[src/core/ssb_defs.svh]
// Register map, field positions, reset values and timing constants of the sequencer bridge
`ifndef SSB_DEFS_SVH
`define SSB_DEFS_SVH

`define SSB_DEV_ADDR        7'h0C
`define SSB_REG_STEP        8'h00
`define SSB_REG_CONFIG      8'h01
`define SSB_REG_SHUTTER     8'h02
`define SSB_REG_CURRENT     8'h03

`define SSB_STEP_DIR_BIT    0
`define SSB_STEP_ON_BIT     1
`define SSB_STEP_CRST_BIT   2
`define SSB_STEP_CNT_LSB    3
`define SSB_STEP_CNT_MSB    7
`define SSB_CFG_HOLD_LSB    0
`define SSB_CFG_HOLD_MSB    2
`define SSB_CFG_HALF_BIT    3
`define SSB_CFG_DPOS_BIT    4
`define SSB_CFG_EXT_BIT     5
`define SSB_FLAG_BUSY_BIT   7
`define SSB_SH_MODE_LSB     0
`define SSB_SH_MODE_MSB     1
`define SSB_SH_EN_BIT       2
`define SSB_CUR_MSB         3

`define SSB_RST_STEP        8'h00
`define SSB_RST_CONFIG      6'h00
`define SSB_RST_SHUTTER     3'h0
`define SSB_RST_CURRENT     4'h0

`define SSB_STEP_EXTRA      8'h40
`define SSB_PHASE_DEFAULT   4'b1010

`define SSB_CLK_MHZ         40
`define SSB_LF_STEP_US      2000
`define SSB_DP_STEP_US      10000
`define SSB_LF_STEP_CYC     (`SSB_LF_STEP_US * `SSB_CLK_MHZ)
`define SSB_DP_STEP_CYC     (`SSB_DP_STEP_US * `SSB_CLK_MHZ)

`endif

[src/core/ssb_pkg.sv]
// Types shared by the sequencer bridge modules
package ssb_pkg;
  typedef enum logic [2:0] {
    SSB_I2C_IDLE  = 3'b000,
    SSB_I2C_DEV   = 3'b001,
    SSB_I2C_REG   = 3'b010,
    SSB_I2C_WDATA = 3'b011,
    SSB_I2C_RDATA = 3'b100
  } ssb_i2c_state_t;

  typedef enum logic [1:0] {
    SSB_SEQ_IDLE  = 2'b00,
    SSB_SEQ_HOLD1 = 2'b01,
    SSB_SEQ_STEP  = 2'b10,
    SSB_SEQ_HOLD2 = 2'b11
  } ssb_seq_state_t;
endpackage

[src/core/ssb_if.sv]
// Register access carrier between the serial slave and the register file
`timescale 1ns/1ps
interface ssb_reg_if;
  logic       wr_stb;
  logic [7:0] wr_addr;
  logic [7:0] wr_data;
  logic [7:0] rd_addr;
  logic [7:0] rd_data;

  modport slave (output wr_stb, output wr_addr, output wr_data, output rd_addr, input rd_data);
  modport regs  (input wr_stb, input wr_addr, input wr_data, input rd_addr, output rd_data);
endinterface

[src/core/ssb_i2c_slave.sv]
// Serial two-wire slave: device address, register pointer, data with auto-increment
`timescale 1ns/1ps
`include "ssb_defs.svh"
module ssb_i2c_slave #(
  parameter logic [6:0] DEV_ADDR = `SSB_DEV_ADDR
) (
  input  wire logic  clk,
  input  wire logic  reset_n,
  input  wire logic  scl_in,
  input  wire logic  sda_in,
  output logic       sda_oe,
  ssb_reg_if.slave   bus
);
  logic [1:0]             scl_meta_reg;
  logic [1:0]             sda_meta_reg;
  logic                   scl_d_reg;
  logic                   sda_d_reg;
  ssb_pkg::ssb_i2c_state_t state_reg;
  logic [3:0]             bit_cnt_reg;
  logic [7:0]             shift_reg;
  logic [7:0]             tx_reg;
  logic [7:0]             ptr_reg;
  logic                   ack_reg;
  logic                   wr_stb_reg;
  logic [7:0]             wr_addr_reg;
  logic [7:0]             wr_data_reg;
  logic                   scl_rise;
  logic                   scl_fall;
  logic                   start_cond;
  logic                   stop_cond;
  logic [7:0]             byte_in;

  assign bus.wr_stb  = wr_stb_reg;
  assign bus.wr_addr = wr_addr_reg;
  assign bus.wr_data = wr_data_reg;
  assign bus.rd_addr = ptr_reg;

  ////////////////////////////////////////////////////////////////////////////
  // Pin synchronisers; the second stage and a delayed copy of it are read
  always_ff @(posedge clk or negedge reset_n) begin
    if (!reset_n) begin
      scl_meta_reg <= 2'b11;
      sda_meta_reg <= 2'b11;
      scl_d_reg    <= 1'b1;
      sda_d_reg    <= 1'b1;
    end else begin
      scl_meta_reg <= {scl_meta_reg[0], scl_in};
      sda_meta_reg <= {sda_meta_reg[0], sda_in};
      scl_d_reg    <= scl_meta_reg[1];
      sda_d_reg    <= sda_meta_reg[1];
    end
  end

  assign scl_rise   = scl_meta_reg[1] & ~scl_d_reg;
  assign scl_fall   = ~scl_meta_reg[1] & scl_d_reg;
  assign start_cond = scl_meta_reg[1] & scl_d_reg & sda_d_reg & ~sda_meta_reg[1];
  assign stop_cond  = scl_meta_reg[1] & scl_d_reg & ~sda_d_reg & sda_meta_reg[1];
  assign byte_in    = {shift_reg[6:0], sda_meta_reg[1]};

  ////////////////////////////////////////////////////////////////////////////
  // Protocol engine
  always_ff @(posedge clk or negedge reset_n) begin
    if (!reset_n) begin
      state_reg   <= ssb_pkg::SSB_I2C_IDLE;
      bit_cnt_reg <= 4'h0;
      shift_reg   <= 8'h00;
      tx_reg      <= 8'h00;
      ptr_reg     <= 8'h00;
      ack_reg     <= 1'b0;
      sda_oe      <= 1'b0;
      wr_stb_reg  <= 1'b0;
      wr_addr_reg <= 8'h00;
      wr_data_reg <= 8'h00;
    end else begin
      wr_stb_reg <= 1'b0;
      if (start_cond) begin
        state_reg   <= ssb_pkg::SSB_I2C_DEV;
        bit_cnt_reg <= 4'h0;
        ack_reg     <= 1'b0;
        sda_oe      <= 1'b0;
      end else if (stop_cond) begin
        state_reg <= ssb_pkg::SSB_I2C_IDLE;
        sda_oe    <= 1'b0;
      end else if (state_reg != ssb_pkg::SSB_I2C_IDLE && scl_rise) begin
        bit_cnt_reg <= (bit_cnt_reg == 4'h8) ? 4'h0 : bit_cnt_reg + 4'h1;
        if (bit_cnt_reg < 4'h8) begin
          shift_reg <= byte_in;
        end
        if (bit_cnt_reg == 4'h7) begin
          ack_reg <= 1'b1;
          unique case (state_reg)
            ssb_pkg::SSB_I2C_DEV: begin
              if (byte_in[7:1] == DEV_ADDR) begin
                state_reg <= byte_in[0] ? ssb_pkg::SSB_I2C_RDATA : ssb_pkg::SSB_I2C_REG;
              end else begin
                state_reg <= ssb_pkg::SSB_I2C_IDLE;
                ack_reg   <= 1'b0;
              end
            end
            ssb_pkg::SSB_I2C_REG: begin
              ptr_reg   <= byte_in;
              state_reg <= ssb_pkg::SSB_I2C_WDATA;
            end
            ssb_pkg::SSB_I2C_WDATA: begin
              wr_stb_reg  <= 1'b1;
              wr_addr_reg <= ptr_reg;
              wr_data_reg <= byte_in;
              ptr_reg     <= ptr_reg + 8'h01;
            end
            ssb_pkg::SSB_I2C_RDATA: begin
              ack_reg <= 1'b0;
            end
            default: begin
              ack_reg <= 1'b0;
            end
          endcase
        end
        // The acknowledge after the address byte is our own; only the host's advances the pointer
        if (bit_cnt_reg == 4'h8 && state_reg == ssb_pkg::SSB_I2C_RDATA && !ack_reg) begin
          if (sda_meta_reg[1]) begin
            state_reg <= ssb_pkg::SSB_I2C_IDLE;
          end else begin
            ptr_reg <= ptr_reg + 8'h01;
          end
        end
      end else if (state_reg != ssb_pkg::SSB_I2C_IDLE && scl_fall) begin
        if (bit_cnt_reg == 4'h8) begin
          sda_oe <= ack_reg;
        end else if (state_reg == ssb_pkg::SSB_I2C_RDATA && bit_cnt_reg == 4'h0) begin
          sda_oe <= ~bus.rd_data[7];
          tx_reg <= {bus.rd_data[6:0], 1'b0};
        end else if (state_reg == ssb_pkg::SSB_I2C_RDATA) begin
          sda_oe <= ~tx_reg[7];
          tx_reg <= {tx_reg[6:0], 1'b0};
        end else begin
          sda_oe <= 1'b0;
        end
      end
    end
  end
endmodule

[src/core/ssb_top.sv]
// Focus stepper sequencer and shutter bridge control with serial register access
`timescale 1ns/1ps
`include "ssb_defs.svh"
module ssb_top #(
  parameter logic [6:0] DEV_ADDR    = `SSB_DEV_ADDR,
  parameter int         LF_STEP_CYC = `SSB_LF_STEP_CYC,
  parameter int         DP_STEP_CYC = `SSB_DP_STEP_CYC
) (
  input  wire logic        clk,
  input  wire logic        reset_n,
  input  wire logic        scl_in,
  input  wire logic        sda_in,
  output logic             sda_out,
  output logic             sda_oe,
  output logic             motor_phase_a_pos,
  output logic             motor_phase_a_neg,
  output logic             motor_phase_b_pos,
  output logic             motor_phase_b_neg,
  output logic             bridge_output_a,
  output logic             bridge_output_a_oe,
  output logic             bridge_output_b,
  output logic             bridge_output_b_oe,
  output logic             bridge_regulate,
  output logic [3:0]       drive_current_code,
  output logic             sequence_busy_flag
);
  localparam int TICK_W = 24;

  if (LF_STEP_CYC < 4 || DP_STEP_CYC < 4 || LF_STEP_CYC >= (1 << TICK_W) || DP_STEP_CYC >= (1 << TICK_W)) begin : g_chk
    $error("Step period out of range");
  end

  ssb_reg_if               rif ();
  logic [7:0]              step_reg;
  logic [5:0]              config_reg;
  logic [2:0]              shutter_reg;
  logic [3:0]              current_reg;
  ssb_pkg::ssb_seq_state_t seq_state_reg;
  logic                    dpos_reg;
  logic [TICK_W-1:0]       tick_cnt_reg;
  logic [TICK_W-1:0]       tick_period;
  logic                    tick;
  logic [7:0]              cnt_reg;
  logic [2:0]              phase_idx_reg;
  logic [2:0]              phase_next;
  logic [3:0]              phase_reg;
  logic [7:0]              step_total;
  logic [7:0]              hold_total;
  logic                    wr_step;
  logic                    start_lf;
  logic                    start_dp;

  ////////////////////////////////////////////////////////////////////////////
  // Decoding helpers
  function automatic logic [7:0] hold_pulses(input logic [2:0] code);
    unique case (code)
      3'h0:    hold_pulses = 8'h01;
      3'h1:    hold_pulses = 8'h02;
      3'h2:    hold_pulses = 8'h04;
      3'h3:    hold_pulses = 8'h05;
      3'h4:    hold_pulses = 8'h08;
      3'h5:    hold_pulses = 8'h10;
      3'h6:    hold_pulses = 8'h20;
      default: hold_pulses = 8'h01;
    endcase
  endfunction

  // Phase pattern {a_pos, a_neg, b_pos, b_neg}; even entries form the full-step cycle
  function automatic logic [3:0] phase_pattern(input logic [2:0] idx);
    unique case (idx)
      3'h0:    phase_pattern = 4'b1010;
      3'h1:    phase_pattern = 4'b0010;
      3'h2:    phase_pattern = 4'b0110;
      3'h3:    phase_pattern = 4'b0100;
      3'h4:    phase_pattern = 4'b0101;
      3'h5:    phase_pattern = 4'b0001;
      3'h6:    phase_pattern = 4'b1001;
      default: phase_pattern = 4'b1000;
    endcase
  endfunction

  ////////////////////////////////////////////////////////////////////////////
  // Serial slave
  ssb_i2c_slave #(
    .DEV_ADDR (DEV_ADDR)
  ) u_i2c (
    .clk      (clk),
    .reset_n  (reset_n),
    .scl_in   (scl_in),
    .sda_in   (sda_in),
    .sda_oe   (sda_oe),
    .bus      (rif.slave)
  );

  assign sda_out = 1'b0;

  ////////////////////////////////////////////////////////////////////////////
  // Register file
  assign wr_step  = rif.wr_stb && rif.wr_addr == `SSB_REG_STEP;
  assign start_dp = wr_step && seq_state_reg == ssb_pkg::SSB_SEQ_IDLE && config_reg[`SSB_CFG_DPOS_BIT];
  assign start_lf = wr_step && seq_state_reg == ssb_pkg::SSB_SEQ_IDLE && !config_reg[`SSB_CFG_DPOS_BIT]
                    && rif.wr_data[`SSB_STEP_ON_BIT];

  always_ff @(posedge clk or negedge reset_n) begin
    if (!reset_n) begin
      step_reg    <= `SSB_RST_STEP;
      config_reg  <= `SSB_RST_CONFIG;
      shutter_reg <= `SSB_RST_SHUTTER;
      current_reg <= `SSB_RST_CURRENT;
    end else if (rif.wr_stb) begin
      unique case (rif.wr_addr)
        `SSB_REG_STEP:    step_reg    <= rif.wr_data;
        `SSB_REG_CONFIG:  config_reg  <= rif.wr_data[5:0];
        `SSB_REG_SHUTTER: shutter_reg <= rif.wr_data[2:0];
        `SSB_REG_CURRENT: current_reg <= rif.wr_data[3:0];
        default:          current_reg <= current_reg;
      endcase
    end
  end

  always_comb begin
    unique case (rif.rd_addr)
      `SSB_REG_STEP:    rif.rd_data = step_reg;
      `SSB_REG_CONFIG:  rif.rd_data = {sequence_busy_flag, 1'b0, config_reg};
      `SSB_REG_SHUTTER: rif.rd_data = {5'h00, shutter_reg};
      `SSB_REG_CURRENT: rif.rd_data = {4'h0, current_reg};
      default:          rif.rd_data = 8'h00;
    endcase
  end

  ////////////////////////////////////////////////////////////////////////////
  // Step clock divider; half-step mode halves the period
  always_comb begin
    tick_period = dpos_reg ? DP_STEP_CYC[TICK_W-1:0] : LF_STEP_CYC[TICK_W-1:0];
    if (config_reg[`SSB_CFG_HALF_BIT]) begin
      tick_period = {1'b0, tick_period[TICK_W-1:1]};
    end
  end

  assign tick = tick_cnt_reg == tick_period - 24'h00_0001;

  always_ff @(posedge clk or negedge reset_n) begin
    if (!reset_n) begin
      tick_cnt_reg <= '0;
    end else if (seq_state_reg == ssb_pkg::SSB_SEQ_IDLE || tick) begin
      tick_cnt_reg <= '0;
    end else begin
      tick_cnt_reg <= tick_cnt_reg + 24'h00_0001;
    end
  end

  ////////////////////////////////////////////////////////////////////////////
  // Sequencer
  assign step_total = {2'b00, step_reg[`SSB_STEP_CNT_MSB:`SSB_STEP_CNT_LSB], 1'b0} + 8'h02
                      + (config_reg[`SSB_CFG_EXT_BIT] ? `SSB_STEP_EXTRA : 8'h00);
  assign hold_total = hold_pulses(config_reg[`SSB_CFG_HOLD_MSB:`SSB_CFG_HOLD_LSB]);

  always_comb begin
    if (config_reg[`SSB_CFG_HALF_BIT]) begin
      phase_next = step_reg[`SSB_STEP_DIR_BIT] ? phase_idx_reg - 3'h1 : phase_idx_reg + 3'h1;
    end else begin
      phase_next = step_reg[`SSB_STEP_DIR_BIT] ? phase_idx_reg - 3'h2 : phase_idx_reg + 3'h2;
    end
  end

  always_ff @(posedge clk or negedge reset_n) begin
    if (!reset_n) begin
      seq_state_reg      <= ssb_pkg::SSB_SEQ_IDLE;
      dpos_reg           <= 1'b0;
      cnt_reg            <= 8'h00;
      phase_idx_reg      <= 3'h0;
      phase_reg          <= 4'h0;
      sequence_busy_flag <= 1'b0;
    end else begin
      unique case (seq_state_reg)
        ssb_pkg::SSB_SEQ_IDLE: begin
          if (start_lf || start_dp) begin
            seq_state_reg      <= ssb_pkg::SSB_SEQ_HOLD1;
            dpos_reg           <= start_dp;
            cnt_reg            <= hold_total;
            phase_idx_reg      <= 3'h0;
            phase_reg          <= `SSB_PHASE_DEFAULT;
            sequence_busy_flag <= 1'b1;
          end
        end
        ssb_pkg::SSB_SEQ_HOLD1: begin
          if (tick) begin
            cnt_reg <= cnt_reg - 8'h01;
            if (cnt_reg == 8'h01) begin
              seq_state_reg <= ssb_pkg::SSB_SEQ_STEP;
              cnt_reg       <= step_total;
            end
          end
        end
        ssb_pkg::SSB_SEQ_STEP: begin
          if (tick) begin
            phase_idx_reg <= phase_next;
            phase_reg     <= phase_pattern(phase_next);
            cnt_reg       <= cnt_reg - 8'h01;
            if (cnt_reg == 8'h01) begin
              seq_state_reg <= ssb_pkg::SSB_SEQ_HOLD2;
              cnt_reg       <= hold_total;
            end
          end
        end
        ssb_pkg::SSB_SEQ_HOLD2: begin
          if (tick) begin
            cnt_reg <= cnt_reg - 8'h01;
            if (cnt_reg == 8'h01) begin
              seq_state_reg      <= ssb_pkg::SSB_SEQ_IDLE;
              phase_reg          <= 4'h0;
              sequence_busy_flag <= 1'b0;
            end
          end
        end
      endcase
    end
  end

  assign motor_phase_a_pos = phase_reg[3];
  assign motor_phase_a_neg = phase_reg[2];
  assign motor_phase_b_pos = phase_reg[1];
  assign motor_phase_b_neg = phase_reg[0];

  ////////////////////////////////////////////////////////////////////////////
  // Shutter bridge
  always_ff @(posedge clk or negedge reset_n) begin
    if (!reset_n) begin
      bridge_output_a    <= 1'b0;
      bridge_output_b    <= 1'b0;
      bridge_output_a_oe <= 1'b0;
      bridge_output_b_oe <= 1'b0;
      bridge_regulate    <= 1'b0;
      drive_current_code <= `SSB_RST_CURRENT;
    end else begin
      drive_current_code <= current_reg;
      if (!shutter_reg[`SSB_SH_EN_BIT]) begin
        bridge_output_a    <= 1'b0;
        bridge_output_b    <= 1'b0;
        bridge_output_a_oe <= 1'b0;
        bridge_output_b_oe <= 1'b0;
        bridge_regulate    <= 1'b0;
      end else begin
        unique case (shutter_reg[`SSB_SH_MODE_MSB:`SSB_SH_MODE_LSB])
          2'b00: {bridge_output_a_oe, bridge_output_b_oe, bridge_output_a, bridge_output_b} <= 4'b0000;
          2'b01: {bridge_output_a_oe, bridge_output_b_oe, bridge_output_a, bridge_output_b} <= 4'b1110;
          2'b10: {bridge_output_a_oe, bridge_output_b_oe, bridge_output_a, bridge_output_b} <= 4'b1101;
          2'b11: {bridge_output_a_oe, bridge_output_b_oe, bridge_output_a, bridge_output_b} <= 4'b1100;
        endcase
        bridge_regulate <= shutter_reg[0] ^ shutter_reg[1];
      end
    end
  end
endmodule

[config.mk]
export PLATFORM = sky130hd
export DESIGN_NAME = ssb_top
export DESIGN_NICKNAME = d
export VERILOG_FILES = /design/src/core/ssb_pkg.sv /design/src/core/ssb_if.sv /design/src/core/ssb_i2c_slave.sv /design/src/core/ssb_top.sv
export VERILOG_INCLUDE_DIRS = /design/src /design/src/core
export SDC_FILE = /design/constraint.sdc
export NUM_CORES = 1
export LEC_CHECK = 0
export ABC_AREA = 1
export BUFFER_PORTS_ARGS = -buffer_cell sky130_fd_sc_hd__buf_4
export CORE_ASPECT_RATIO = 1.25
export CORE_MARGIN = 2
export CORE_UTILIZATION = 55
export CTS_BUF_LIST = sky130_fd_sc_hd__clkbuf_4 sky130_fd_sc_hd__clkbuf_8
export DETAILED_ROUTE_END_ITERATION = 7
export GPL_TIMING_DRIVEN = 0
export PLACE_DENSITY = 0.75
export SYNTH_ARGS = -nofsm -noshare
export SYNTH_HDL_FRONTEND = slang
export SYNTH_SLANG_ARGS = --single-unit
[constraint.sdc]
create_clock -name clk -period 5.16 [get_ports clk]
set_input_delay 1.032 -clock clk [delete_from_list [all_inputs] [get_ports clk]]
set_output_delay 1.032 -clock clk [all_outputs]
set_load 0.03 [all_outputs]
==> flow_summary.yaml <==
placed_design:
  place_inst: 1069
  post-place-ws_ns: 2.94
  dp_hpwl_um: 10700
  place_congestion: 0.897
  io_buffers: 18
drt:
  met1_length_um: 6220
  met2_length_um: 7620
  antenna_left: 0
  top_layer: "met4"
  route.met3.wl_um: 448
  drc: 0
  drt_iter0_drc: 310
  wire_per_inst_um: 13.4
  routed_via_density: 5.23
  firstDrtPassIters: 5
  drt-total-wl_um: 14700
  routed-via-count: 5761
floorplanning:
  rows: 45
  num_io_pins: 20
  core_mm2: 0.0122
  die_x_um: 104
  initial_core_util_pct: 56.7
  die-area_mm2: 0.0135
  die_y_um: 129
clock_network:
  htreeDepth: 4
  path_clk_slew_ns: 0.07
  post_cts_buffers: 0
  cts-hold-fix-buffers: 0
  cts_tree: "yes"
  clockBufferDepth: 2
  cts-root-buf: "clkbuf_8"
  worstSkewPairLatency_ns: 0.46
  clock_sinks: 126
  cts_resized: 0
  numCtsBuffers: 17
layout:
  layout.nets: 952
  layout-drive-gt1-share_pct: 11.8
  fin_cells: 1101
  largest_reg_flops: 24
  n_antenna_cell: 0
  final_common_cell: "nand2_1"
  area_delta_synth_final_pct: 11.8
  fill_cells: 1088
  mostFrequentLayoutCells: "nand2_1, dfrtp_1, inv_1"
sta:
  finalCritPeriodShare_pct: 43.4
  rsz0062_at_grt: "no"
  slew_violations: 0
  worst_slack_ns: 2.92
  timing.hold.ws_ns: 0.356
  fin_skew_ns: 0.0106
  worstMarginPinSlew_ns: 0.679
  setup_tns_ns: 0
  relSlewSlack_pct: 54.7
  layout_min_cycle_time_ns: 2.24
  hold_violations: 0
  setup-violations-final: 0
  fmax_ghz: 0.447
power_and_ir_drop:
  vdd_ir_drop_max_mv: 0.278
  power_density_mw_per_mm2: 301
  p_leak_nw: 3.57
  finalPower_mw: 2.33
synthesis:
  yosys_register_bits: 126
  synth-main-ff-cell: "dfrtp_1"
  synth_cell_types: 49
  syn_inst: 886
  yosys_warnings: 0
  yosys.area.top_type: "dfrtp_1"
  syn-num-nets: 914
  ys_seq_area_share_pct: 45.6
  syn-mean-instance-area_um2: 7.82
  netlist_area_mm2: 0.00692
  synthDominantCellAreaShare_pct: 43.4
  synth_edf_count: 0
  ys_async_sr_fraction_pct: 100
  netlist_top_cells_area: "dfrtp_1, nand2_1, inv_1"
hold_path:
  worstHoldStart: "u_i2c.scl_meta_reg[0]$_DFF_PN1_"
  hold_depth: 0
  holdPathEnd: "u_i2c.scl_meta_reg[1]$_DFF_PN1_"
  hold_class: "reg -> reg"
worst_setup_path:
  r2r_slack_ns: 2.92
  crit_required_ns: 5.49
  criticalPathCategory: "reg -> reg"
  cp-end-kind: "flip-flop"
  start_kind: "flip-flop"
  r2r-start: "config_reg[3]$_DFFE_PN0P_"
  critPathArrivalTime_ns: 2.57
  ff2ff_path_depth: 14
  rr_endpoint: "tick_cnt_reg[16]$_DFF_PN0_"
  worst-path-max-fanout: 10
grt:
  grt_pass1_wl_um: 25300
  antenna_found_initial: 0
  first_global_vias: 5563
  grt_max_degree: 73
  globalRouteOverflowTotal: 0
  grtUsageTotal_pct: 23.4
flow_run:
  drv_cap: 0
status:
  status: "completed"
==> how the worst max path moves through the flow <==
stage	slack, ns	to	start
after detailed placement	2.94	tick_cnt_reg[16]$_DFF_PN0_	config_reg[3]$_DFFE_PN0P_
after global placement	2.65	u_i2c.bit_cnt_reg[1]$_DFFE_PN0P_	reset_n
after CTS	2.92	tick_cnt_reg[16]$_DFF_PN0_	config_reg[3]$_DFFE_PN0P_
final	2.92	tick_cnt_reg[16]$_DFF_PN0_	config_reg[3]$_DFFE_PN0P_
after global routing	2.72	tick_cnt_reg[16]$_DFF_PN0_	config_reg[3]$_DFFE_PN0P_
after floorplan	3.26	phase_reg[0]$_DFFE_PN0P_	config_reg[3]$_DFFE_PN0P_
==> power breakdown <==
part	total, mW	internal [mW]	switching [mW]
sequential	1.13	1.06	0.0694
clock	0.967	0.552	0.415
combinational	0.235	0.0791	0.156
total	2.33	1.69	0.640
==> cell families (layout without fill, tap and decap cells) <==
group	after synthesis	in the layout	share of synthesized area, %
and+or+nand+nor	444	444	28.3
AOI/OAI and AO/OA	146	146	12.2
buffers and inverters	130	181	7.39
DFF	126	126	45.6
adders and majority gates	24	24	4.45
xor gates and xnor gates	15	15	1.90
other	1	1	0.0542
==> final cells by class <==
cell class	instances	area [µm²]	area share (%)
plain buffers	11	62.6	0.808
flip-flops and latches	126	3160	40.8
well taps	164	205	2.65
clock buffers	19	262	3.38
multi-input cells	630	3250	42.0
clock inverters	13	186	2.41
inverters	119	449	5.80
repair buffers	19	166	2.15
==> cell usage after synthesis, drive strengths merged (2+ instances only) <==
master and instances:
buf 8, xor2 12, dfrtp 120, dfstp 6, o211ai 2, nand2 249, or2 4, clkbuf 3
nor3 8, a21oi 37, o21bai 3, nor4 2, nand4 20, o21ai 89, clkinv 2, o22ai 6
nand3 69, a31oi 3, ha 23, xnor2 3, inv 117, nor2 90
==> metal layers <==
| metal | GRT usage [%] | up-vias |
|---|---|---|
| met5 | 0 | - |
| met4 | 10.3 | 0 |
| met3 | 4.48 | 36 |
| met2 | 42.5 | 93 |
| met1 | 27.0 | 2703 |
| li1 | - | 2929 |
==> critical path, stage by stage (launching register included) <==
cell and delay (ns):
dfrtp_1 0.54, inv_2 0.18, ha_1 0.33, inv_1 0.04, nand2_1 0.05, nand2_1 0.04, nor2_1 0.08, nand2_1 0.07
nor2_2 0.15, nand2_4 0.14, nand2_4 0.17, inv_4 0.07, buf_6 0.15, o21ai_2 0.06, a21oi_1 0.05
==> stage by stage <==
stage	utilization [%]	area, µm²
after floorplan	-	6920
after global placement	59.5	7260
after detailed placement	59.7	7300
after CTS	63.4	7740
after global routing	63.4	7740
final	63.4	7740
No activity file was read; power rests on OpenSTA's default activity.
